<file path="config.mk">
export PLATFORM = sky130hd
export DESIGN_NAME = rmcl_ctrl
export DESIGN_NICKNAME = d
export VERILOG_FILES = /design/src/shared/rmcl_pkg.sv /design/src/verilog/rmcl_ctrl.sv /design/src/verilog/rmcl_sync.sv
export SDC_FILE = /design/constraint.sdc
export NUM_CORES = 1
export LEC_CHECK = 0
export ABC_AREA = 0
export BUFFER_PORTS_ARGS = -buffer_cell sky130_fd_sc_hd__buf_2
export CORE_MARGIN = 1
export CORE_UTILIZATION = 46
export DETAILED_ROUTE_END_ITERATION = 16
export PLACE_DENSITY_LB_ADDON = 0.25
export SYNTH_ARGS = -nofsm -noshare
export SYNTH_HDL_FRONTEND = slang
export SYNTH_SLANG_ARGS = --single-unit
</file>
<file path="constraint.sdc">
create_clock -name i_clk -period 8 [get_ports i_clk]
set_clock_uncertainty 0.1 [all_clocks]
set_input_delay 0 -clock i_clk [delete_from_list [all_inputs] [get_ports i_clk]]
set_output_delay 0 -clock i_clk [all_outputs]
set_load 0.05 [all_outputs]
</file>
<file path="src/shared/rmcl_pkg.sv">
// Constants, encodings and timing for the RS-232 modem control line handler
package rmcl_pkg;

    // ------------------------------------------------------------
    // Clock and timer base
    // ------------------------------------------------------------
    localparam int CLK_PERIOD_NS = 4;
    localparam int TICK_PERIOD_NS = 1000000;
    localparam int TICK_CYCLES = TICK_PERIOD_NS / CLK_PERIOD_NS;
    localparam int PRE_W = 18;
    localparam int MS_W = 14;

    // ------------------------------------------------------------
    // Supervision intervals in milliseconds
    // ------------------------------------------------------------
    // DTR and RTS low after DSR loss in full duplex, DTR only in half duplex with carrier, inside the 1 to 2 s window
    localparam int DSR_DROP_MS = 1500;
    // DCD loss before DTR drops, inside the 9 to 10 s window
    localparam int DCD_LOSS_MS = 9500;
    // DTR low after a DCD timeout, inside the 5 to 6 s window
    localparam int DTR_REUP_MS = 5500;
    // Longest wait for CTS after RTS rises
    localparam int CTS_WAIT_MS = 1000;
    // Send and off delays count in steps of this size
    localparam int STEP_MS = 20;
    // DTR low time on a hang-up command
    localparam int HANGUP_MS = 1500;

    // ------------------------------------------------------------
    // Line mode selection
    // ------------------------------------------------------------
    localparam logic [1:0] MODE_NONE = 2'h0;
    localparam logic [1:0] MODE_FULL = 2'h1;
    localparam logic [1:0] MODE_HD_CARRIER = 2'h2;
    localparam logic [1:0] MODE_HD_NO_CARRIER = 2'h3;

    // ------------------------------------------------------------
    // State encodings
    // ------------------------------------------------------------
    typedef enum logic [1:0] {
        LN_UP = 2'b00,
        LN_DSR_DROP = 2'b01,
        LN_DCD_DROP = 2'b10
    } rmcl_line_t;

    typedef enum logic [2:0] {
        SQ_IDLE = 3'b000,
        SQ_SEND_DLY = 3'b001,
        SQ_WAIT_CTS = 3'b010,
        SQ_SENDING = 3'b011,
        SQ_OFF_DLY = 3'b100
    } rmcl_seq_t;

endpackage

</file>
<file path="src/verilog/rmcl_ctrl.sv">
// RS-232 modem control line handler: DTR/RTS drive, DSR/CTS/DCD supervision
module rmcl_ctrl
    import rmcl_pkg::*;
#(
    parameter int TICK_CYCLES_P = TICK_CYCLES
) (
    // Clock and reset
    input wire logic i_clk,
    input wire logic i_srst,
    // Configuration
    input wire logic [1:0] i_mode,
    input wire logic [7:0] i_send_delay,
    input wire logic [7:0] i_off_delay,
    // Commands from the link layer
    input wire logic i_handshake_line_command,
    input wire logic i_tx_start,
    input wire logic i_tx_done,
    // Modem status pins, asserted high
    input wire logic i_dsr,
    input wire logic i_cts,
    input wire logic i_dcd,
    // Modem control pins, asserted high
    output logic o_dtr,
    output logic o_rts,
    // Status to the link layer
    output logic o_rx_enable,
    output logic o_tx_enable,
    output logic o_tx_grant,
    output logic o_tx_abort,
    output logic o_modem_lost
);

    // ------------------------------------------------------------
    // State
    // ------------------------------------------------------------
    typedef struct packed {
        logic [1:0] mode_q;
        logic dsr_q;
        logic [PRE_W-1:0] pre;
        rmcl_line_t line;
        logic [MS_W-1:0] line_ms;
        logic [MS_W-1:0] dcd_ms;
        rmcl_seq_t seq;
        logic [MS_W-1:0] rts_ms;
        logic hang;
        logic [MS_W-1:0] hang_ms;
        logic dtr, rts, rx_en, tx_en;
        logic lost, grant, abort;
    } rmcl_state_t;

    rmcl_state_t s;
    rmcl_state_t next_s;

    logic [2:0] pins_sync;
    logic dsr, cts, dcd;

    // ------------------------------------------------------------
    // Helpers
    // ------------------------------------------------------------
    // Millisecond counter step, saturating so long waits never wrap
    function automatic logic [MS_W-1:0] ms_step(input logic [MS_W-1:0] cnt, input logic tick);
        return (tick && (cnt != '1)) ? cnt + MS_W'(1) : cnt;
    endfunction

    // Delay setting in 20 ms units turned into milliseconds
    function automatic logic [MS_W-1:0] steps_ms(input logic [7:0] steps);
        return MS_W'({6'h00, steps} * MS_W'(STEP_MS));
    endfunction

    // ------------------------------------------------------------
    // Pin synchronisers
    // ------------------------------------------------------------
    rmcl_sync #(.W(3)) u_sync (
        .i_clk(i_clk),
        .i_srst(i_srst),
        .i_async({i_dcd, i_cts, i_dsr}),
        .o_sync(pins_sync)
    );

    assign dsr = pins_sync[0];
    assign cts = pins_sync[1];
    assign dcd = pins_sync[2];

    // ------------------------------------------------------------
    // Next-state logic
    // ------------------------------------------------------------
    logic tick, mode_chg, dsr_fell, lost_set;
    logic is_fd, is_hdc, is_hdn, is_hd, modem, dcd_sup;
    logic line_up, sending;

    always_comb begin
        next_s = s;
        next_s.abort = 1'b0;
        lost_set = 1'b0;
        // Millisecond tick prescaler
        tick = (s.pre == PRE_W'(TICK_CYCLES_P - 1));
        next_s.pre = tick ? '0 : s.pre + PRE_W'(1);
        // Mode decode and mode change detect
        mode_chg = (i_mode != s.mode_q);
        next_s.mode_q = i_mode;
        next_s.dsr_q = dsr;
        dsr_fell = s.dsr_q & ~dsr;
        is_fd = (s.mode_q == MODE_FULL);
        is_hdc = (s.mode_q == MODE_HD_CARRIER);
        is_hdn = (s.mode_q == MODE_HD_NO_CARRIER);
        is_hd = is_hdc | is_hdn;
        modem = (s.mode_q != MODE_NONE);
        dcd_sup = is_fd | is_hdc;
        if (i_handshake_line_command) begin
            next_s.hang = 1'b1;
            next_s.hang_ms = '0;
        end else if (s.hang) begin
            next_s.hang_ms = ms_step(s.hang_ms, tick);
            if (s.hang_ms >= MS_W'(HANGUP_MS)) begin
                next_s.hang = 1'b0;
            end
        end
        if (mode_chg || !dcd_sup) begin
            next_s.line = LN_UP;
            next_s.line_ms = '0;
            next_s.dcd_ms = '0;
        end else begin
            case (s.line)
                LN_UP: begin
                    if (dsr_fell) begin
                        next_s.line = LN_DSR_DROP;
                        next_s.line_ms = '0;
                        next_s.dcd_ms = '0;
                    end else if (dsr && !dcd) begin
                        next_s.dcd_ms = ms_step(s.dcd_ms, tick);
                        if (s.dcd_ms >= MS_W'(DCD_LOSS_MS)) begin
                            next_s.line = LN_DCD_DROP;
                            next_s.line_ms = '0;
                            next_s.dcd_ms = '0;
                            lost_set = 1'b1;
                        end
                    end else begin
                        next_s.dcd_ms = '0;
                    end
                end
                LN_DSR_DROP: begin
                    next_s.line_ms = ms_step(s.line_ms, tick);
                    if (s.line_ms >= MS_W'(DSR_DROP_MS)) begin
                        next_s.line = LN_UP;
                        next_s.line_ms = '0;
                    end
                end
                LN_DCD_DROP: begin
                    if (!dsr) begin
                        next_s.line = LN_DSR_DROP;
                        next_s.line_ms = '0;
                    end else begin
                        next_s.line_ms = ms_step(s.line_ms, tick);
                        if (s.line_ms >= MS_W'(DTR_REUP_MS)) begin
                            next_s.line = LN_UP;
                            next_s.line_ms = '0;
                        end
                    end
                end
                default: next_s.line = LN_UP;
            endcase
        end

        // RTS keying sequence for the half-duplex modes
        if (mode_chg || !is_hd) begin
            next_s.seq = SQ_IDLE;
            next_s.rts_ms = '0;
        end else if (!dsr && (s.seq != SQ_IDLE)) begin
            // DSR loss drops RTS and kills a pending send
            next_s.seq = SQ_IDLE;
            next_s.abort = (s.seq != SQ_OFF_DLY);
        end else begin
            case (s.seq)
                SQ_IDLE: begin
                    if (i_tx_start && dsr) begin
                        next_s.rts_ms = '0;
                        next_s.seq = (i_send_delay == 8'h00) ? SQ_WAIT_CTS : SQ_SEND_DLY;
                    end
                end
                SQ_SEND_DLY: begin
                    next_s.rts_ms = ms_step(s.rts_ms, tick);
                    if (s.rts_ms >= steps_ms(i_send_delay)) begin
                        next_s.seq = SQ_WAIT_CTS;
                    end
                end
                SQ_WAIT_CTS: begin
                    next_s.rts_ms = ms_step(s.rts_ms, tick);
                    if (cts) begin
                        next_s.seq = SQ_SENDING;
                    end else if (s.rts_ms >= MS_W'(CTS_WAIT_MS)) begin
                        next_s.seq = SQ_IDLE;
                        next_s.abort = 1'b1;
                    end
                end
                SQ_SENDING: begin
                    if (i_tx_done) begin
                        next_s.rts_ms = '0;
                        next_s.seq = (i_off_delay == 8'h00) ? SQ_IDLE : SQ_OFF_DLY;
                    end
                end
                SQ_OFF_DLY: begin
                    next_s.rts_ms = ms_step(s.rts_ms, tick);
                    if (s.rts_ms >= steps_ms(i_off_delay)) begin
                        next_s.seq = SQ_IDLE;
                    end
                end
                default: next_s.seq = SQ_IDLE;
            endcase
        end

        if (modem && !mode_chg) begin
            if (!dsr || lost_set) begin
                next_s.lost = 1'b1;
            end else if ((dcd_sup && dcd) || is_hdn) begin
                next_s.lost = 1'b0;
            end
        end

        // Pin and enable outputs, registered from the next state
        line_up = (next_s.line == LN_UP);
        sending = (next_s.seq == SQ_SENDING);
        case (s.mode_q)
            MODE_FULL: begin
                next_s.dtr = line_up;
                next_s.rts = line_up;
                next_s.rx_en = dsr & dcd;
                next_s.tx_en = cts & dcd & dsr & line_up;
            end
            MODE_HD_CARRIER: begin
                next_s.dtr = line_up;
                next_s.rts = (next_s.seq != SQ_IDLE);
                next_s.rx_en = dsr & dcd;
                next_s.tx_en = cts & dcd & dsr & sending;
            end
            MODE_HD_NO_CARRIER: begin
                next_s.dtr = 1'b1;
                next_s.rts = (next_s.seq != SQ_IDLE);
                next_s.rx_en = dsr & dcd;
                next_s.tx_en = cts & dsr & sending;
            end
            default: begin
                next_s.dtr = 1'b1;
                next_s.rts = 1'b0;
                next_s.rx_en = 1'b1;
                next_s.tx_en = 1'b1;
            end
        endcase
        if (next_s.hang) begin
            next_s.dtr = 1'b0;
        end
        next_s.grant = sending;
    end

    // ------------------------------------------------------------
    // State register
    // ------------------------------------------------------------
    always_ff @(posedge i_clk) begin
        if (i_srst) begin
            s <= '0;
        end else begin
            s <= next_s;
        end
    end

    // Outputs straight from flip-flops
    assign o_dtr = s.dtr;
    assign o_rts = s.rts;
    assign o_rx_enable = s.rx_en;
    assign o_tx_enable = s.tx_en;
    assign o_tx_grant = s.grant;
    assign o_tx_abort = s.abort;
    assign o_modem_lost = s.lost;
endmodule

</file>
<file path="src/verilog/rmcl_sync.sv">
// Two-flop synchroniser for the modem status pins
module rmcl_sync #(
    parameter int W = 3
) (
    // Clock and reset
    input wire logic i_clk,
    input wire logic i_srst,
    // Pins and synchronised levels
    input wire logic [W-1:0] i_async,
    output logic [W-1:0] o_sync
);

    typedef struct packed {
        logic [W-1:0] meta;
        logic [W-1:0] stable;
    } rmcl_sync_t;

    rmcl_sync_t s;
    rmcl_sync_t next_s;

    // Meta stage is read only by the stable stage
    always_comb begin
        next_s = s;
        next_s.meta = i_async;
        next_s.stable = s.meta;
    end

    // State register
    always_ff @(posedge i_clk) begin
        if (i_srst) begin
            s <= '0;
        end else begin
            s <= next_s;
        end
    end

    assign o_sync = s.stable;

endmodule

</file>
After elaboration in Yosys (flattened, before gate mapping)
Index checks and enable logic that the tools add are counted.
{"block": "word_totals", "inputBits": 26, "word_cells": 151, "regBits": 96}
{"block": "classes", "mul": 2, "addsub": 5, "reduce_logical": 40, "n_eq_ne": 23, "mux": 43, "bitwise": 12, "n_lt_le_gt_ge": 7}
{"op": "14-bit two-way mux", "count": 7}
{"op": "30-bit two-way mux", "count": 3}
{"op": "14-bit case mux with 3 select lines", "count": 2}
{"op": "16-bit two-way mux", "count": 4}
{"op": "14-bit by 1-bit adder with 14-bit output, second input constant", "count": 4}
{"op": "14-bit inequality test, second input constant", "count": 4}
{"op": "17-bit two-way mux", "count": 3}
{"op": "15-bit two-way mux", "count": 2}
{"op": "14-bit by 11-bit greater-or-equal comparator with 1-bit output, second input constant", "count": 2}
{"op": "14-bit by 13-bit greater-or-equal comparator with 1-bit output", "count": 2}
{"op": "8-bit by 3-bit multiplier with 11-bit output, second input constant", "count": 2}
{"op": "18-bit by 1-bit adder with 18-bit output, second input constant", "count": 1}
{"op": "18-bit equality test, second input constant", "count": 1}
{"op": "3-bit two-way mux", "count": 6}
{"op": "8-bit logical NOT", "count": 2}
{"op": "3-bit case mux with 5 select lines", "count": 1}
{"op": "14-bit by 10-bit greater-or-equal comparator with 1-bit output, second input constant", "count": 1}
{"op": "14-bit by 13-bit greater-or-equal comparator with 1-bit output, second input constant", "count": 1}
{"op": "14-bit greater-or-equal comparator, second input constant", "count": 1}
{"op": "1-bit two-way mux", "count": 12}
{"op": "4-bit case mux with 3 select lines", "count": 1}
{"op": "3-bit nonzero test", "count": 4}
{"op": "2-bit OR reduction", "count": 5}
{"op": "3-bit by 2-bit equality test with 1-bit output, second input constant", "count": 3}
{"op": "24 further kinds", "count": 58}

Depth between registers and ports, before layout
Gate-level depths: netlist of run 1.
{"block": "logic_depth", "depth_word": 11, "depth_mapped": 16, "depth_no_buf": 16}

Hierarchy
A second synthesis of run 1 with hierarchy kept.
{"block": "hier_totals", "hier_cells": 736, "area_unflattened_um2": 6017.0}
{"module": "rmcl_ctrl", "area_each_um2": 5859.4, "cells_each": 724, "n_inst": 1, "seq_area_each_um2": 1801.7}
{"module": "rmcl_sync", "area_each_um2": 157.7, "cells_each": 12, "n_inst": 1, "seq_area_each_um2": 120.1}

Worst setup path after synthesis of run 1
No wires, ideal clock.
{"block": "synth_path", "path_type": "input -> register", "from": "input i_send_delay[1]", "to": "register s (netlist bit o_tx_enable)", "n_path_buf": 0, "stages": 15, "t_arrival_ns": 2.999, "slack_ns": 4.775, "setup_ns": 0.126, "cell_sequence": "ha_1 -> ha_1 -> fa_1 -> a21o_1 -> a21oi_1 -> o21bai_1 -> a21oi_1 -> xor2_1 -> ha_1 -> a21o_1 -> a211oi_1 -> a31oi_1 -> o31ai_1 -> nand3b_1 -> o211ai_1"}
{"block": "synth_between", "elab_chain_len": 9, "word_cells_on_any_way": 13, "classes_between": "mul (1); order compare (1); eq/ne (1); mux (7); bitwise (2); reduce/logical (1)"}
{"item": "start, declared", "line_no": "rmcl_ctrl.sv:12", "rtl": "input wire logic [7:0] i_send_delay,"}
{"item": "8-bit by 3-bit multiplier with 11-bit output / 8-bit logical NOT (equally long branches)", "line_no": "rmcl_ctrl.sv:67, rmcl_ctrl.sv:177"}
{"item": "14-bit by 13-bit greater-or-equal comparator with 1-bit output / 2-bit two-way mux (equally long branches)", "line_no": "rmcl_ctrl.sv:182, rmcl_ctrl.sv:177"}
{"item": "3-bit two-way mux / 17-bit two-way mux (equally long branches)", "line_no": "rmcl_ctrl.sv:182, rmcl_ctrl.sv:175"}
{"item": "3-bit case mux with 5 select lines *", "line_no": "rmcl_ctrl.sv:173", "rtl": "case (s.seq)"}
{"item": "3-bit two-way mux *", "line_no": "rmcl_ctrl.sv:168", "rtl": "end else if (!dsr && (s.seq != SQ_IDLE)) begin"}
{"item": "17-bit two-way mux *", "line_no": "rmcl_ctrl.sv:165", "rtl": "if (mode_chg || !is_hd) begin"}
{"item": "3-bit by 2-bit equality test with 1-bit output *", "line_no": "rmcl_ctrl.sv:221", "rtl": "sending = (next_s.seq == SQ_SENDING);"}
{"item": "1-bit bitwise AND (on tied branches)", "line_no": "rmcl_ctrl.sv:239, rmcl_ctrl.sv:233"}
{"item": "4-bit case mux with 3 select lines *", "line_no": "rmcl_ctrl.sv:222", "rtl": "case (s.mode_q)"}
{"item": "end signal, assigned", "line_no": "rmcl_ctrl.sv:261", "rtl": "s <= next_s;"}
{"item": "end, declared", "line_no": "rmcl_ctrl.sv:51", "rtl": "rmcl_state_t s;"}
Mark *: on every way between the ends. The rest lies on a longest branch, timed or not. The select of a mux whose other input is x is not followed.
A chain may end at the register's enable or synchronous reset.

Final worst setup path of run 1
Same ends and word-level chain as after synthesis.

==> impl_metrics.tcl, run 1 <==
set metrics [dict create \
    status "complete, no violations" \
    grt_max_degree 25 \
    numPortBuffers 32 \
    muxShareOfSynthArea_pct 0.707 \
    relSlewSlack_pct 28.4 \
    htree_num_levels 3 \
    p_leak_nw 2.48 \
    synth_top_area_share_pct 32.9 \
    cap_viol_max_count 0 \
    ctsLongestPathBuffers 2 \
    r2r_slack_ns 4.98 \
    drt_iter0_drc 248 \
    ant_nets 0 \
    synth_top_cells_by_area "dfxtp_1 33%, ha_1 13%, nor2_1 5.9%, xor2_1 5.7%, xnor2_1 4.8%" \
    timing.final.crit_period_ns 3.45 \
    r2r-end "s[30]$_SDFFE_PP0P_" \
    track_usage_pct 20.5 \
    layout.nets 827 \
    placed_cells 881 \
    dieArea_sq_um 13200 \
    synth_top_family_by_area "simple AND/OR/NAND/NOR gates" \
    yosys.area.top_type "dfxtp_1" \
    irDropWorstVdd_v 0.0000921 \
    cts_setup_buffers 0 \
    fmax_mhz 289 \
    synthXorXnorAreaFrac_pct 10.5 \
    cts_root_buf "clkbuf_16" \
    power.density_nw_per_um2 153 \
    grt-ovfl-total 0 \
    design.core.area_sq_um 12200 \
    cp_slowest_cell "o31ai_1" \
    grt_pass1_wl_um 21600 \
    synth_compound_area_share_pct 12.0 \
    async_reset_ff_share_pct 0 \
    ys.flop_type "dfxtp_1" \
    vias 4939 \
    synth_nets 790 \
    synth_adder_area_share_pct 14.2 \
    synth.distinct_cells 66 \
    finalSetupViolations 0 \
    r2r_cells 7 \
    min_path_type "primary input to flip-flop" \
    clk_pin_slew_ns 0.07 \
    cp.arrival_ns 3.58 \
    die_x_um 115 \
    wl_um 12600 \
    path_delay_family "compound AO/OA/AOI/OAI gates" \
    drive_gt1_share_pct 8.38 \
    reg2reg_from "s[75]$_SDFF_PP0_" \
    place.gp.congestion 0.856 \
    crit_top_cell "ha_1" \
    cp_max_fo 4 \
    clkSinkCount 96 \
    timing.hold.ws_ns 0.132 \
    placementRows 40 \
    wl_per_cell_um 13.9 \
    seq_area_frac_synth_pct 32.9 \
    cts_tree "yes" \
    finalNonFillerCells 908 \
    cp.buffers_inverters 1 \
    mostFrequentLayoutCell "dfxtp_1" \
    slew_viol_final 0 \
    io_pins 33 \
    antenna_found_initial 0 \
    cp.depth 16 \
    worst_pin_slew_ns 1.07 \
    cp_data_required_time_ns 8.13 \
    initial_core_util_pct 47.8 \
    diodes 0 \
    path_class "primary input to flip-flop" \
    place_hpwl_um 9480 \
    cts_buffers 9 \
    cp-start-kind "primary input" \
    drt_pass1_iterations 4 \
    cp-end-kind "flip-flop" \
    syn_area_per_cell_sq_um 8.36 \
    synth_warnings 0 \
    hold_viol 0 \
    layout_setup_ws_ns 4.55 \
    drc_errors 0 \
    layout_common_cells "96 x dfxtp_1, 92 x nor2_1, 63 x ha_1, 53 x nand2_1, 43 x inv_1" \
    post_cts_resized 0 \
    fin_crit_sh_pct 43.2 \
    pre_cts_ws_ns 4.27 \
    crit_start "i_send_delay[1]" \
    finalSetupTns_ns 0 \
    place_area_sq_um 6140 \
    nFillCells 1130 \
    rsz0062_at_grt "no" \
    stdcell_area_sq_um 6530 \
    synthSimpleGateAreaFrac_pct 25.7 \
    areaGrowthSynthToFinish_pct 11.8 \
    ys_ff_latch 96 \
    synthesis.area_sq_um 5840 \
    crit_path_cell_trace "buf_2 > ha_1 > ha_1 > fa_1 > a21o_1 > a21oi_1 > o21bai_1 > a21oi_1 > xor2_1 > ha_1 > a21o_1 > a211oi_1 > a31oi_1 > o31ai_1 > nand3b_1 > o211ai_1" \
    critPathCapture "o_tx_enable$_SDFF_PP0_" \
    grt_pass1_vias 4761 \
    synth_cells 699 \
    critPathMaxStageDelay_ns 0.43 \
    fp.dieH_um 115 \
    synth_edf_count 0 \
    clk_latency_ns 0.35 \
    viasPerCell 5.44 \
]
## stage by stage
stage / utilization [%] / total power, mW
after floorplan: - / 0.576
after global placement: 50.3 / 0.601
after detailed placement: 50.3 / 0.606
after CTS: 53.5 / 1.01
after global routing: 53.5 / 1.05
final: 53.5 / 1.00
## worst min-delay path by stage
stage / startpoint / to / slack [ns] / cells past startpoint
finish: i_off_delay[6] / s[38]$_SDFF_PP0_ / 0.13 / 5
global route: i_off_delay[6] / s[38]$_SDFF_PP0_ / 0.19 / 5
CTS: i_off_delay[6] / s[38]$_SDFF_PP0_ / 0.13 / 5
detailed placement: i_dsr / u_sync.next_s[0]$_SDFF_PP0_ / 0.12 / 2
global placement: i_dsr / u_sync.next_s[0]$_SDFF_PP0_ / 0.12 / 2
floorplan: i_srst / s[87]$_SDFF_PP0_ / -0.006 / 1
## repair_timing
| item | CTS | global route |
|---|---|---|
| setup endpoints to repair | 0 | 0 |
| hold buffers | 12 | 0 |
| endpoints found under the hold margin | 15 | 0 |
## cells by family after synthesis
logic type / count (synthesis)
DFF: 96
buffers and inverters: 62
xor gates and xnor gates: 70
and+or+nand+nor: 290
adders and majority gates: 65
muxes: 4
AOI/OAI and AO/OA: 112
## flip-flops by register name (all words and copies together) (netlist names)
| name | flops |
|---|---|
| o_tx_grant | 1 |
| s | 83 |
| u_sync.o_sync | 3 |
| o_tx_enable | 1 |
| o_modem_lost | 1 |
| o_rts | 1 |
| o_dtr | 1 |
| o_tx_abort | 1 |
| u_sync.next_s | 3 |
| o_rx_enable | 1 |
## layout make-up
class | count | area (sq um) | area share, %
flip-flops and latches | 96 | 1920 | 29.4
well taps | 168 | 210 | 3.22
clock inverters | 5 | 42.5 | 0.651
clock buffers | 10 | 229 | 3.50
multi-input cells | 541 | 3680 | 56.3
repair buffers | 45 | 288 | 4.40
inverters | 43 | 161 | 2.47
## tightest hold or removal path, cell delays in order
cell and delay [ns]:
buf_2 0.10, nor4_1 0.05, a21oi_1 0.13, o21ai_0 0.15, nor2_1 0.10
## synthesized netlist by cell type, drive strengths merged (9+ instances only)
| cell type | number |
|---|---|
| xnor2 | 32 |
| nand2 | 53 |
| ha | 63 |
| dfxtp | 96 |
| a21oi | 38 |
| o21ai | 25 |
| inv | 43 |
| and3 | 15 |
| nand4 | 20 |
| xor2 | 38 |
| clkbuf | 16 |
| nand3 | 26 |
| nor2b | 15 |
| nor4 | 9 |
| nor3 | 15 |
| nor2 | 92 |
## per-layer routing
metal | global-route usage, % | wire length [um] | part of all wire (%) | up-vias
met5 | 0 | 0 | 0 | -
met4 | 7.88 | 225 | 1.8 | 0
met3 | 4.18 | 401 | 3.2 | 20
met2 | 34.7 | 5920 | 47 | 84
met1 | 25.6 | 6080 | 48 | 2320
li1 | - | - | - | 2515
## power by group
group	switching, mW	leakage, nW	internal, mW
Clock	0.188	0.135	0.213
Sequential	0.00415	0.777	0.483
Combinational	0.0638	1.57	0.0487
Power figures use the tool's default switching activity.
==> run 2, diff against run 1 <==
==> constraint.sdc (replaced) <==
create_clock -name i_clk -period 2.85 [get_ports i_clk]
set_clock_uncertainty 0.1 [all_clocks]
set_input_delay 0 -clock i_clk [delete_from_list [all_inputs] [get_ports i_clk]]
set_output_delay 0 -clock i_clk [all_outputs]
set_load 0.05 [all_outputs]
==> run 2 against run 1 <==
Sequential power grew to 2.8 times the previous value. Final cell count grew 4.2%. Largest power group unchanged. Clock power grew to 3.3 times the previous value. Combinational power rose to 3.6 times the previous value. Utilization increased by 4.0 points. Flip-flop and latch count unchanged. Hold slack worse by 0.041 ns. Highest routed layer unchanged. Design area rose by 7.5%. Non-clock buffer count is 37 higher.
==> impl_metrics.tcl, run 2 (synthesized netlist as in run 1, its figures left out) <==
set metrics [dict create \
    clk_latency_ns 0.36 \
    switchingPower_mw 0.802 \
    finalSetupTns_ns 0 \
    cp-start-kind "primary input" \
    drt_iter0_drc 357 \
    nFillCells 1142 \
    drive_gt1_share_pct 15.7 \
    antenna_found_initial 0 \
    clkSinkCount 96 \
    htree_num_levels 3 \
    drt_pass1_iterations 5 \
    ant_nets 0 \
    regArea_sq_um 1920 \
    diodes 0 \
    finalNonFillerCells 946 \
    grt_pass1_wl_um 22400 \
    placed_cells 913 \
    power.density_nw_per_um2 438 \
    layout_common_cells "96 x dfxtp_1, 92 x nor2_1, 58 x ha_1, 53 x nand2_1, 43 x inv_1" \
    dieArea_sq_um 13200 \
    cp.buffers_inverters 2 \
    rsz0062_at_grt "yes" \
    areaGrowthSynthToFinish_pct 20.2 \
    largest_reg_flops 83 \
    track_usage_pct 21.4 \
    wl_um 13400 \
    grt-ovfl-total 0 \
    crit_path_cell_trace "buf_8 > ha_4 > ha_4 > fa_2 > a21o_1 > a21oi_2 > o21bai_1 > a21oi_1 > xor2_1 > ha_1 > a21o_1 > a211oi_2 > a31oi_1 > o31ai_2 > buf_4 > a41oi_2" \
    p_leak_nw 2.70 \
    hold_viol 0 \
    initial_core_util_pct 47.8 \
    path_class "primary input to flip-flop" \
    path_delay_family "compound AO/OA/AOI/OAI gates" \
    fmax_mhz 357 \
    grt_max_degree 25 \
    min_path_type "primary input to flip-flop" \
    pwr-share-comb_pct 13.1 \
    irDropWorstVdd_v 0.000329 \
    viasPerCell 5.42 \
    fin_crit_sh_pct 98.2 \
    regMostFlops "s" \
    cts_tree "yes" \
    drc_errors 0 \
    cp_data_required_time_ns 2.99 \
    cp_slowest_cell "fa_2" \
    ctsLongestPathBuffers 2 \
    numPortBuffers 32 \
    wl_per_cell_um 14.1 \
    relSlewSlack_pct 58.1 \
    place_hpwl_um 9850 \
    critPathMaxStageDelay_ns 0.36 \
    worst_pin_slew_ns 0.622 \
    cp-end-kind "flip-flop" \
    power_frac_seq_pct 44.3 \
    mostFrequentLayoutCell "dfxtp_1" \
    cap_viol_max_count 0 \
    placementRows 40 \
    status "complete, no violations" \
    vias 5131 \
    clk_pin_slew_ns 0.08 \
    cts_root_buf "clkbuf_16" \
    fp.dieH_um 115 \
    pwr-share-clk_pct 42.6 \
    place.gp.congestion 0.913 \
    io_pins 33 \
    layout.nets 864 \
    multi_input_area_sq_um 3830 \
    timing.final.crit_period_ns 2.80 \
    grt_pass1_vias 4931 \
    swShare_pct 26.0 \
    cts_buffers 9 \
    cp.arrival_ns 2.94 \
    cp_max_fo 3 \
    p_int_mw 2.28 \
    die_x_um 115 \
    fin_util_pct 57.5 \
    slew_viol_final 0 \
    design.core.area_sq_um 12200 \
    finalSetupViolations 0 \
]
==> run 2: cell count changes in the layout (fill, tap and decap cells not counted), sizes merged <==
cell	previous run	this run
buf	33	69
bufinv	0	1
clkinv	3	0
dlygate4sd3	12	13
inv	45	48
==> run 2: repair_timing <==
item,CTS,global route
cloned,0,0
resized for setup,2,26
buffers inserted,0,4
hold buffers,13,0
pin swaps,1,12
endpoints found under the hold margin,16,0
endpoints found under the setup margin,2,7
==> run 2: worst paths after layout <==
| kind | startpoint | endpoint | slack (ns) | cells past startpoint |
|---|---|---|---|---|
| hold reg to reg | u_sync.next_s[1]$_SDFF_PP0_ | u_sync.o_sync[1]$_SDFF_PP0_ | 0.35 | 1 |
| setup reg to reg | u_sync.o_sync[0]$_SDFF_PP0_ | s[65]$_SDFFE_PP0P_ | 0.22 | 6 |
| setup / recovery | i_send_delay[1] | o_rts$_SDFF_PP0_ | 0.05 | 16 |
| hold / removal | i_tx_done | s[38]$_SDFF_PP0_ | 0.09 | 5 |
==> run 2: through the flow <==
stage	worst slack, ns	hold WS, ns	area [sq um]	total power [mW]
2_1_floorplan	-0.0157	-0.00556	5890	1.62
3_3_place_gp	-0.357	0.117	6430	1.74
3_5_place_dp	-0.393	0.119	6430	1.75
4_1_cts	0.00302	0.106	6880	3.07
5_1_grt	-0.155	0.128	7030	3.21
6_report	0.0505	0.0914	7030	3.08
==> run 2: layer usage <==
layer  vias up  wire, um  GRT usage, %  part of all wire (%)
met5         -         0             0                     0
met4         0       166          5.89                   1.2
li1       2594         -             -                     -
met1      2421      6040          25.7                    45
met3        18       539          4.98                   4.0
met2        98      6600          38.1                    49
==> run 2: final cells by class <==
| cell class | count | area share (%) |
|---|---|---|
| inverter | 43 | 2.30 |
| sequential | 96 | 27.4 |
| clock inverter | 6 | 1.12 |
| tap | 168 | 2.99 |
| clock buffer | 10 | 3.40 |
| timing repair buffer | 82 | 8.32 |
| multi-input combinational | 541 | 54.5 |
==> run 2: worst register-to-register path: stages (launching register included) <==
cell and delay [ns]:
dfxtp_1 0.45, nor2b_1 0.39, nand3_1 0.19, and3b_1 0.26
or4b_1 0.68, or3_1 0.35, a21oi_1 0.14
==> run 2: power by group through the flow <==
stage          Sequential [mW]  Combinational, mW  Clock, mW
2_1_floorplan             1.41              0.215          0
3_3_place_gp              1.40              0.342          0
3_5_place_dp              1.40              0.356          0
4_1_cts                   1.37              0.374       1.33
5_1_grt                   1.37              0.452       1.39
6_report                  1.37              0.402       1.31
==> run 3, diff against run 2 <==
--- a/config.mk
+++ b/config.mk
@@ -9,7 +9,9 @@
 export BUFFER_PORTS_ARGS = -buffer_cell sky130_fd_sc_hd__buf_2
 export CORE_MARGIN = 1
 export CORE_UTILIZATION = 46
+export CTS_BUF_LIST = sky130_fd_sc_hd__clkbuf_4 sky130_fd_sc_hd__clkbuf_8
 export DETAILED_ROUTE_END_ITERATION = 16
+export HOLD_SLACK_MARGIN = 0.03
 export PLACE_DENSITY_LB_ADDON = 0.25
 export SYNTH_ARGS = -nofsm -noshare
 export SYNTH_HDL_FRONTEND = slang
==> run 3 against run 2 <==
Critical path depth unchanged. Routed wire length down 1.7%. Hold slack gained 0.0050 ns. Largest cell class unchanged.
==> impl_metrics.tcl, run 3 (synthesized netlist as in run 1, its figures left out) <==
set metrics [dict create \
    routed.top_layer "met4" \
    dieArea_sq_um 13200 \
    path_class "primary input to flip-flop" \
    power.density_nw_per_um2 398 \
    hold_viol 0 \
    cp-start-kind "primary input" \
    track_usage_pct 21.0 \
    wl_met1_um 5990 \
    timing.final.crit_period_ns 2.74 \
    fmax_mhz 364 \
    drc_errors 0 \
    min_path_type "primary input to flip-flop" \
    largest_reg_flops 83 \
    clk_latency_ns 0.38 \
    met3_length_um 519 \
    worst_pin_slew_ns 0.615 \
    io_pins 33 \
    ant_nets 0 \
    drive_gt1_share_pct 15.7 \
    vias 5109 \
    antenna_found_initial 0 \
    crit_start "i_send_delay[1]" \
    wl_um 13100 \
    clkSinkCount 96 \
    slew_viol_final 0 \
    r2r_slack_ns 0.24 \
    die_x_um 115 \
    p_leak_nw 2.65 \
    numPortBuffers 32 \
    cp-end-kind "flip-flop" \
    cts_buffers 9 \
    cp_slowest_cell "fa_2" \
    cts_tree "yes" \
    grt_pass1_vias 4888 \
    pre_cts_ws_ns -0.393 \
    design.core.area_sq_um 12200 \
    layout_setup_ws_ns 0.106 \
    drt_iter0_drc 330 \
    irDropWorstVdd_v 0.000447 \
    place.gp.congestion 0.913 \
    drt_pass1_iterations 5 \
    nFillCells 1151 \
    layout_common_cells "96 x dfxtp_1, 92 x nor2_1, 57 x ha_1, 53 x nand2_1, 43 x inv_1" \
    fp.dieH_um 115 \
    regMostFlops "s" \
    r2r-end "s[65]$_SDFFE_PP0P_" \
    crit_path_cell_trace "buf_8 > ha_4 > ha_4 > fa_2 > a21o_1 > a21oi_2 > o21bai_1 > a21oi_1 > xor2_1 > ha_1 > a21o_1 > a211oi_2 > a31oi_1 > o31ai_2 > buf_4 > a41oi_2" \
    cp.arrival_ns 2.92 \
    htree_num_levels 3 \
    areaGrowthSynthToFinish_pct 18.3 \
    place_hpwl_um 9850 \
    grt_pass1_wl_um 22100 \
    cp_data_required_time_ns 3.02 \
    cap_viol_max_count 0 \
    layout.nets 863 \
    status "complete, no violations" \
    place_area_sq_um 6430 \
    placementRows 40 \
    cts_root_buf "clkbuf_8" \
    report.power.total_mw 2.75 \
    stdcell_area_sq_um 6910 \
    ctsLongestPathBuffers 2 \
    wl_met2_um 6510 \
    critPathCapture "o_rts$_SDFF_PP0_" \
    fin_crit_sh_pct 96.3 \
    clk_pin_slew_ns 0.11 \
    rsz0062_at_grt "yes" \
    wl_per_cell_um 13.9 \
    cp_max_fo 3 \
    r2r_cells 6 \
    relSlewSlack_pct 58.6 \
    reg2reg_from "u_sync.o_sync[0]$_SDFF_PP0_" \
    initial_core_util_pct 47.8 \
    diodes 0 \
    mostFrequentLayoutCell "dfxtp_1" \
    finalSetupViolations 0 \
    critPathMaxStageDelay_ns 0.36 \
    grt_max_degree 25 \
    viasPerCell 5.41 \
    grt-ovfl-total 0 \
]
-- run 3: cell count changes in the layout (fill, tap and decap cells not counted), moves of 2 or more --
cell and change:
clkbuf_8 +9, a21oi_2 +2, clkbuf_16 -9, a21oi_1 -2
-- run 3: worst max-delay path, delay by kind of cell --
family | cells | cell delay (ns)
AOI/OAI and AO/OA | 9 | 1.42
xor gates and xnor gates | 1 | 0.19
adders and majority gates | 4 | 1.02
buffers and inverters | 2 | 0.28
-- run 3: metrics by stage --
stage | setup TNS, ns | hold WS, ns | std cells | util [%]
floorplan | -0.0157 | -0.00556 | 699 | -
global placement | -1.59 | 0.117 | 913 | 52.6
detailed placement | -1.89 | 0.119 | 913 | 52.6
CTS | 0 | 0.0579 | 942 | 55.5
global route | -0.299 | 0.148 | 945 | 56.6
finish | 0 | 0.0964 | 945 | 56.6
-- run 3: worst min-delay path by stage --
stage                         start                          end  slack [ns]  depth (start not counted)
final                     i_tx_done             s[38]$_SDFF_PP0_         0.1                          5
after global routing      i_tx_done             s[38]$_SDFF_PP0_        0.15                          5
after CTS                 i_tx_done             s[38]$_SDFF_PP0_        0.06                          5
after detailed placement      i_dcd  u_sync.next_s[2]$_SDFF_PP0_        0.12                          2
after global placement        i_cts  u_sync.next_s[1]$_SDFF_PP0_        0.12                          2
after floorplan              i_srst             s[87]$_SDFF_PP0_      -0.006                          1
-- run 3: power by group --
part           switching [mW]  internal, mW  total, mW
logic                   0.206         0.194      0.400
clock network           0.537         0.452      0.988
registers              0.0105          1.36       1.37
total                   0.753          2.00       2.75
-- run 3: final cells by class --
type | instances | area [sq um] | share of cell area, %
sequential | 96 | 1920 | 27.8
timing repair buffer | 81 | 577 | 8.34
tap | 168 | 210 | 3.04
clock inverter | 6 | 78.8 | 1.14
inverter | 43 | 161 | 2.33
clock buffer | 10 | 138 | 1.99
multi-input combinational | 541 | 3830 | 55.4
-- run 3: routing by layer --
metal | GRT usage [%] | vias up
li1 | - | 2590
met1 | 25.8 | 2412
met2 | 36.8 | 97
met3 | 5.03 | 10
met4 | 5.80 | 0
met5 | 0 | -
-- run 3: repair_timing --
item	4_1_cts	5_1_grt
gates resized for setup	0	28
setup buffers	0	3
hold buffers	13	0
setup endpoints to repair	0	7
endpoints found under the hold margin	31	0
